[config.mk]
export PLATFORM = sky130hd
export DESIGN_NAME = dqvref_ctrl_flat
export DESIGN_NICKNAME = d
export VERILOG_FILES = /design/src/rtl/dqvref_pkg.sv /design/src/rtl/dqvref_if.sv /design/src/rtl/dqvref_ctrl.sv /design/src/flat_wrapper.sv
export VERILOG_INCLUDE_DIRS = /design/src /design/src/rtl
export SDC_FILE = /design/constraint.sdc
export NUM_CORES = 1
export LEC_CHECK = 0
export BUFFER_PORTS_ARGS = -buffer_cell sky130_fd_sc_hd__buf_2
export CORE_ASPECT_RATIO = 1.2
export CORE_UTILIZATION = 53
export CTS_CLUSTER_DIAMETER = 50
export DETAILED_ROUTE_END_ITERATION = 6
export PLACE_DENSITY = 0.9
export SLEW_MARGIN = 20
export SYNTH_ARGS = -nofsm -noshare
export SYNTH_HDL_FRONTEND = slang
export SYNTH_SLANG_ARGS = --single-unit
[constraint.sdc]
create_clock -name clk_i -period 3.55 [get_ports clk_i]
set_input_delay 0.5325 -clock clk_i [delete_from_list [all_inputs] [get_ports clk_i]]
set_output_delay 0.5325 -clock clk_i [all_outputs]
set_load 0.1 [all_outputs]
[src/rtl/dqvref_regs.svh]
// constants for the data input reference level select pair
// assumes a 25 MHz clock shared by controller and device end
`ifndef DQVREF_REGS_SVH
`define DQVREF_REGS_SVH

// ****************************************
// training control word layout
// ****************************************
`define DQV_TRAIN_BIT 7
`define DQV_RANGE_BIT 6
`define DQV_LEVEL_MSB 5
`define DQV_LEVEL_MAX 6'h32
`define DQV_CTRL_RST 8'h00

// ****************************************
// reference levels in hundredths of a percent
// ****************************************
`define DQV_BASE_R1 14'h1770
`define DQV_BASE_R2 14'h1194
`define DQV_STEP 14'h0041
`define DQV_TOP_R1 14'h2422
`define DQV_TOP_R2 14'h1E46

// ****************************************
// timing figures
// ****************************************
`define DQV_CLK_PERIOD_NS 40
`define DQV_SETTLE_NS 150
`define DQV_POWERUP_PULSE_US 200
`define DQV_WARM_PULSE_US 1

// ****************************************
// controller register byte offsets and bits
// ****************************************
`define DQV_REG_CMD 4'h0
`define DQV_REG_CAL 4'h4
`define DQV_REG_STATUS 4'h8
`define DQV_CAL_ACTIVE_BIT 0
`define DQV_CAL_WARM_BIT 1
`define DQV_ST_INRESET_BIT 0
`define DQV_ST_CAL_BIT 1
`define DQV_ST_RESERR_BIT 2
`define DQV_ST_BUSYERR_BIT 3

`endif

[src/rtl/dqvref_pkg.sv]
// types used by the controller end of the reference level select link
// assumes the constants header is included by the modules
package dqvref_pkg;

    // ****************************************
    // controller sequencing states
    // ****************************************
    typedef enum logic [1:0] {
        DQV_ST_POWERUP = 2'b00,
        DQV_ST_IDLE = 2'b01,
        DQV_ST_WARM = 2'b10
    } dqvref_ctl_state_t;

endpackage

[src/rtl/dqvref_if.sv]
// link between memory controller end and device end
// assumes both ends run on the same clock
`timescale 1ns/1ps

interface dqvref_if;
    logic reset_n; // active-low device reset
    logic mrw_valid; // one-cycle mode register write command
    logic [7:0] mrw_data; // training control word

    modport ctrl (output reset_n, output mrw_valid, output mrw_data);
    modport dev (input reset_n, input mrw_valid, input mrw_data);
endinterface

[src/rtl/dqvref_ctrl.sv]
// controller end: wishbone registers drive device reset and training writes
// assumes a classic wishbone master on clk_i
`timescale 1ns/1ps
`include "dqvref_regs.svh"

module dqvref_ctrl #(
    // power-up reset length in cycles, rounded up from 200 us
    parameter int POWERUP_CYC = (`DQV_POWERUP_PULSE_US * 1000 + `DQV_CLK_PERIOD_NS - 1)
                                / `DQV_CLK_PERIOD_NS
) (
    // clock and reset
    input wire logic clk_i,
    input wire logic rst_i,
    // wishbone slave
    input wire logic wb_cyc_i,
    input wire logic wb_stb_i,
    input wire logic wb_we_i,
    input wire logic [3:0] wb_adr_i,
    input wire logic [3:0] wb_sel_i,
    input wire logic [31:0] wb_dat_i,
    output logic [31:0] wb_dat_o,
    output logic wb_ack_o,
    // link to the device
    dqvref_if.ctrl link
);

    // ****************************************
    // timing
    // ****************************************

    // warm reset length, rounded up from 1 us
    localparam int WARM_CYC = (`DQV_WARM_PULSE_US * 1000 + `DQV_CLK_PERIOD_NS - 1)
                              / `DQV_CLK_PERIOD_NS;

    // ****************************************
    // state
    // ****************************************

    dqvref_pkg::dqvref_ctl_state_t state, next_state;
    logic [31:0] cnt, next_cnt; // reset pulse cycle count
    logic rstn, next_rstn; // device reset drive
    logic mrw, next_mrw; // command strobe
    logic [7:0] cmd, next_cmd; // last word sent
    logic cal, next_cal; // calibration in progress
    logic res_err, next_res_err; // reserved code refused
    logic busy_err, next_busy_err; // write refused during reset
    logic ack, next_ack; // bus acknowledge
    logic [31:0] rdat, next_rdat; // bus read data

    logic req; // new bus cycle
    logic wr; // write with low byte enabled
    logic [7:0] wbyte; // written low byte
    logic [7:0] send; // word to send

    assign req = wb_cyc_i & wb_stb_i & ~ack;
    assign wr = req & wb_we_i & wb_sel_i[0];
    assign wbyte = wb_dat_i[7:0];

    // ****************************************
    // next state
    // ****************************************

    // bus decode, reset sequencing and command issue
    always_comb begin
        next_state = state;
        next_cnt = cnt;
        next_rstn = rstn;
        next_mrw = 1'b0;
        next_cmd = cmd;
        next_cal = cal;
        next_res_err = res_err;
        next_busy_err = busy_err;
        next_ack = req;
        next_rdat = 32'h0000_0000;
        // training bit forced on a change or during calibration
        send = wbyte;
        if (cal || (wbyte[`DQV_RANGE_BIT:0] != cmd[`DQV_RANGE_BIT:0])) begin
            send[`DQV_TRAIN_BIT] = 1'b1;
        end
        // status clears first so a same-cycle set wins below
        if (wr && wb_adr_i == `DQV_REG_STATUS) begin
            if (wbyte[`DQV_ST_RESERR_BIT]) begin
                next_res_err = 1'b0;
            end
            if (wbyte[`DQV_ST_BUSYERR_BIT]) begin
                next_busy_err = 1'b0;
            end
        end
        // reads
        if (req && !wb_we_i) begin
            case (wb_adr_i)
                `DQV_REG_CMD: next_rdat = {24'h00_0000, cmd};
                `DQV_REG_CAL: next_rdat = {31'h0000_0000, cal};
                `DQV_REG_STATUS: begin
                    next_rdat[`DQV_ST_INRESET_BIT] = (state != dqvref_pkg::DQV_ST_IDLE);
                    next_rdat[`DQV_ST_CAL_BIT] = cal;
                    next_rdat[`DQV_ST_RESERR_BIT] = res_err;
                    next_rdat[`DQV_ST_BUSYERR_BIT] = busy_err;
                end
                default: next_rdat = 32'h0000_0000;
            endcase
        end
        // calibration flag
        if (wr && wb_adr_i == `DQV_REG_CAL) begin
            next_cal = wbyte[`DQV_CAL_ACTIVE_BIT];
        end
        case (state)
            dqvref_pkg::DQV_ST_POWERUP: begin
                // hold reset low for the power-up pulse
                next_rstn = 1'b0;
                next_cnt = cnt + 32'h1;
                if (cnt >= 32'(POWERUP_CYC - 1)) begin
                    next_state = dqvref_pkg::DQV_ST_IDLE;
                    next_rstn = 1'b1;
                    next_cnt = 32'h0;
                end
            end
            dqvref_pkg::DQV_ST_WARM: begin
                // hold reset low for the warm pulse
                next_rstn = 1'b0;
                next_cnt = cnt + 32'h1;
                if (cnt >= 32'(WARM_CYC - 1)) begin
                    next_state = dqvref_pkg::DQV_ST_IDLE;
                    next_rstn = 1'b1;
                    next_cnt = 32'h0;
                end
            end
            default: begin
                if (wr && wb_adr_i == `DQV_REG_CMD) begin
                    if (wbyte[`DQV_LEVEL_MSB:0] > `DQV_LEVEL_MAX) begin
                        next_res_err = 1'b1; // never sent
                    end else begin
                        next_mrw = 1'b1;
                        next_cmd = send;
                    end
                end
                if (wr && wb_adr_i == `DQV_REG_CAL && wbyte[`DQV_CAL_WARM_BIT]) begin
                    // device data is lost after this
                    next_state = dqvref_pkg::DQV_ST_WARM;
                    next_rstn = 1'b0;
                    next_cnt = 32'h0;
                end
            end
        endcase
        // command writes while the device is in reset are refused
        if (wr && wb_adr_i == `DQV_REG_CMD && state != dqvref_pkg::DQV_ST_IDLE) begin
            next_busy_err = 1'b1;
        end
    end

    // ****************************************
    // registers
    // ****************************************

    // register state; reset restarts the power-up pulse
    always_ff @(posedge clk_i) begin
        if (rst_i) begin
            state <= dqvref_pkg::DQV_ST_POWERUP;
            cnt <= 32'h0;
            rstn <= 1'b0;
            mrw <= 1'b0;
            cmd <= `DQV_CTRL_RST;
            cal <= 1'b0;
            res_err <= 1'b0;
            busy_err <= 1'b0;
            ack <= 1'b0;
            rdat <= 32'h0000_0000;
        end else begin
            state <= next_state;
            cnt <= next_cnt;
            rstn <= next_rstn;
            mrw <= next_mrw;
            cmd <= next_cmd;
            cal <= next_cal;
            res_err <= next_res_err;
            busy_err <= next_busy_err;
            ack <= next_ack;
            rdat <= next_rdat;
        end
    end

    // ****************************************
    // outputs
    // ****************************************

    assign wb_ack_o = ack;
    assign wb_dat_o = rdat;
    assign link.reset_n = rstn;
    assign link.mrw_valid = mrw;
    assign link.mrw_data = cmd;

endmodule

[src/flat_wrapper.sv]
// flat-port wrapper written by rule: the top's interface ports become plain ports
module dqvref_ctrl_flat 
#(
                                                              
    parameter int POWERUP_CYC = (`DQV_POWERUP_PULSE_US * 1000 + `DQV_CLK_PERIOD_NS - 1)
                                / `DQV_CLK_PERIOD_NS
)
  (clk_i, rst_i, wb_cyc_i, wb_stb_i, wb_we_i, wb_adr_i, wb_sel_i, wb_dat_i, wb_dat_o, wb_ack_o, link_reset_n, link_mrw_valid, link_mrw_data);
  dqvref_if link_i ();
  input wire logic clk_i;
  input wire logic rst_i;
  input wire logic wb_cyc_i;
  input wire logic wb_stb_i;
  input wire logic wb_we_i;
  input wire logic [3:0] wb_adr_i;
  input wire logic [3:0] wb_sel_i;
  input wire logic [31:0] wb_dat_i;
  output logic [31:0] wb_dat_o;
  output logic wb_ack_o;
  output wire logic [$bits(link_i.reset_n)-1:0] link_reset_n;
  output wire logic [$bits(link_i.mrw_valid)-1:0] link_mrw_valid;
  output wire logic [$bits(link_i.mrw_data)-1:0] link_mrw_data;
  assign link_reset_n = link_i.reset_n;
  assign link_mrw_valid = link_i.mrw_valid;
  assign link_mrw_data = link_i.mrw_data;
  dqvref_ctrl #(.POWERUP_CYC(POWERUP_CYC)) u_core (.clk_i(clk_i), .rst_i(rst_i), .wb_cyc_i(wb_cyc_i), .wb_stb_i(wb_stb_i), .wb_we_i(wb_we_i), .wb_adr_i(wb_adr_i), .wb_sel_i(wb_sel_i), .wb_dat_i(wb_dat_i), .wb_dat_o(wb_dat_o), .wb_ack_o(wb_ack_o), .link(link_i));
endmodule
==> flow_summary.yaml <==
status:
  status: "finished clean"
timing:
  min_period_ns: 2.19
  rsz0062_at_grt: "no"
  drv_slew: 0
  slew_headroom_pct: 30.2
  skew_ns: 0.0103
  fin_setup_tns_ns: 0
  period_share_pct: 61.7
  hold_viol_final: 0
  fmax_mhz: 456
  worst_pin_slew_ns: 1.04
  setup_viol: 0
power_and_ir_drop:
  ir_drop_mv: 0.246
  p_leak_uw: 0.00115
  power_density_nw_per_um2: 421
  fin_total_pwr_uw: 1160
cts:
  postCtsResizedCells: 0
  clock-sinks: 56
  clockBufferDepth: 2
  cts_hold_buf: 0
  cts_inserted_buffers: 5
  postCtsSetupBuffers: 0
  clk_pin_slew_worst_paths_ns: 0.10
  ctsHtreeMaxLevel: 2
  clock-root-buffer: "clkbuf_8"
  cts_tree: "yes"
  clock_latency_ns: 0.31
critical_path:
  critPathRequiredTime_ns: 3.79
  r2r_slack_ns: 1.36
  cp_data_arrival_time_ns: 2.43
  critPathCaptureType: "register"
  crit_path_start_kind: "register"
  crit_fanout: 16
  worstSetupPathType: "register to register"
global_routing:
  antenna_found_initial: 0
  grt_max_degree: 20
  grt_remaining_overflow: 0
  grt_pass1_vias: 1773
  grt_use_total_pct: 19.2
  grt_pass1_wl_mm: 7.73
yosys:
  synth-seq-area-share_pct: 43.9
  syn_inst: 277
  synth_top_area_share_pct: 43.9
  synth_edf_count: 0
  syn_area_um2: 2550
  synthFlopType: "dfxtp_1"
  synthArstFlopShare_pct: 0
  synth_seq_cells: 56
  synth_top_cell_by_area: "dfxtp_1"
  yosys_warnings: 0
  synth.distinct_cells: 45
  syn_area_per_cell_um2: 9.22
  ys_top_cells_by_area: "dfxtp_1 (44%), buf_4 (7.3%), nand2_1 (3.7%), nor2b_1 (3.7%), nor2_1 (3.2%)"
finish:
  drive_gt1_share_pct: 17.9
  final_common_cell: "dfxtp_1"
  utilization_pct: 59.9
  area_growth_pct: 7.74
  most-common-layout-cells: "dfxtp_1 (56), buf_2 (36), nand2_1 (25), conb_1 (24), nor2_1 (22)"
  num_antenna_cells: 0
  nets: 358
  finalNonFillerCells: 370
  fillers: 412
placed_design:
  port_buffers: 36
  placedCellCount: 362
  hpwl_mm: 3.39
  gp_congestion: 0.790
floorplanning:
  pin_count: 88
  rows: 27
  core_um2: 4590
  die_area_um2: 5100
  die_h_um: 78.1
  start_util_pct: 55.6
  die_w_um: 65.4
drt:
  routed_wl_mm: 4.69
  routedWlPerCell_um: 12.7
  drtAntennaViolNets: 0
  vias: 1972
  drt_pass1_iterations: 4
  viasPerCell: 5.33
  drc: 0
  initialDrtViolationCount: 144
min_path:
  worstHoldPathType: "register to register"
run:
  cap_violations: 0
==> registers in the layout, indices dropped and copies added (netlist names) <==
register and flops:
u_core.state 2, u_core.wb_ack_o 1, u_core.res_err 1, u_core.link.reset_n 1
u_core.link.mrw_valid 1, u_core.wb_dat_o 8, u_core.cnt 32, u_core.link.mrw_data 8
u_core.cal 1, u_core.busy_err 1
==> cell families (layout without fill, tap and decap cells) <==
logic type	after synthesis	count (layout)	synth area share, %
AO/OA/AOI/OAI	42	42	11.7
XOR/XNOR	9	9	3.09
adder cells (fa/ha/maj)	2	2	0.979
buffers and inverters	38	50	10.1
flip-flops	56	56	43.9
multiplexers	6	6	2.35
other	1	24	0.147
AND/OR/NAND/NOR	123	123	27.8
==> path summary, 6_finish.rpt <==
kind              cells after the start                         from                          end
hold / removal                        1  u_core.cnt[23]$_SDFFE_PP0P_  u_core.cnt[23]$_SDFFE_PP0P_
setup / recovery                      5   u_core.cnt[4]$_SDFFE_PP0P_  u_core.cnt[14]$_SDFFE_PP0P_
hold reg to reg                       1  u_core.cnt[23]$_SDFFE_PP0P_  u_core.cnt[23]$_SDFFE_PP0P_
setup reg to reg                      5   u_core.cnt[4]$_SDFFE_PP0P_  u_core.cnt[14]$_SDFFE_PP0P_
==> cells in the mapped netlist (6+ instances only) <==
cell type  count
dfxtp_1       56
nand2_1       25
mux2i_1        6
nand3_1        9
o21ai_0       10
inv_1          6
nor4_1        12
nor2b_1       15
nor3_1         6
a21oi_1        9
xor2_1         6
buf_4         25
nor2_1        22
and2_1        11
a31oi_1        7
==> report_power, final <==
part	switching [uW]	leakage [uW]	internal, uW	total, uW
sequential	3.47	0.000452	631	635
combinational	146	0.000653	22.2	168
clock	212	0.0000491	146	357
==> metal layers <==
metal | wire [um] | vias to the layer above | GRT usage, %
met5 | 0 | - | 0
met4 | 47 | 0 | 7.61
met3 | 254 | 6 | 4.36
met2 | 2390 | 66 | 33.2
met1 | 1990 | 919 | 22.5
li1 | - | 981 | -
==> final cells by class <==
type                            instances  area, um^2  area share [%]
Clock buffer                            5        68.8            2.50
Clock inverter                          3        26.3           0.955
Inverter                                6        22.5           0.818
Multi-Input combinational cell        206        1260            45.8
Sequential cell                        56        1120            40.7
Tap cell                               58        72.6            2.64
Timing Repair Buffer                   36         180            6.55
==> metrics by stage <==
step / hold WS, ns / instance area (um^2) / setup slack (ns)
2_1_floorplan: 0.430 / 2640 / 1.38
3_3_place_gp: 0.443 / 2660 / 1.22
3_5_place_dp: 0.450 / 2660 / 1.17
4_1_cts: 0.465 / 2750 / 1.37
5_1_grt: 0.464 / 2750 / 1.16
6_report: 0.472 / 2750 / 1.36
==> critical path, cell delays in order, from the launching register on <==
cell and delay [ns]:
dfxtp_1 0.39, nor4_1 0.27, a21oi_1 0.15, o41ai_4 0.74, a21oi_2 0.37, nor2b_1 0.20
No activity file was read; power rests on OpenSTA's default activity.
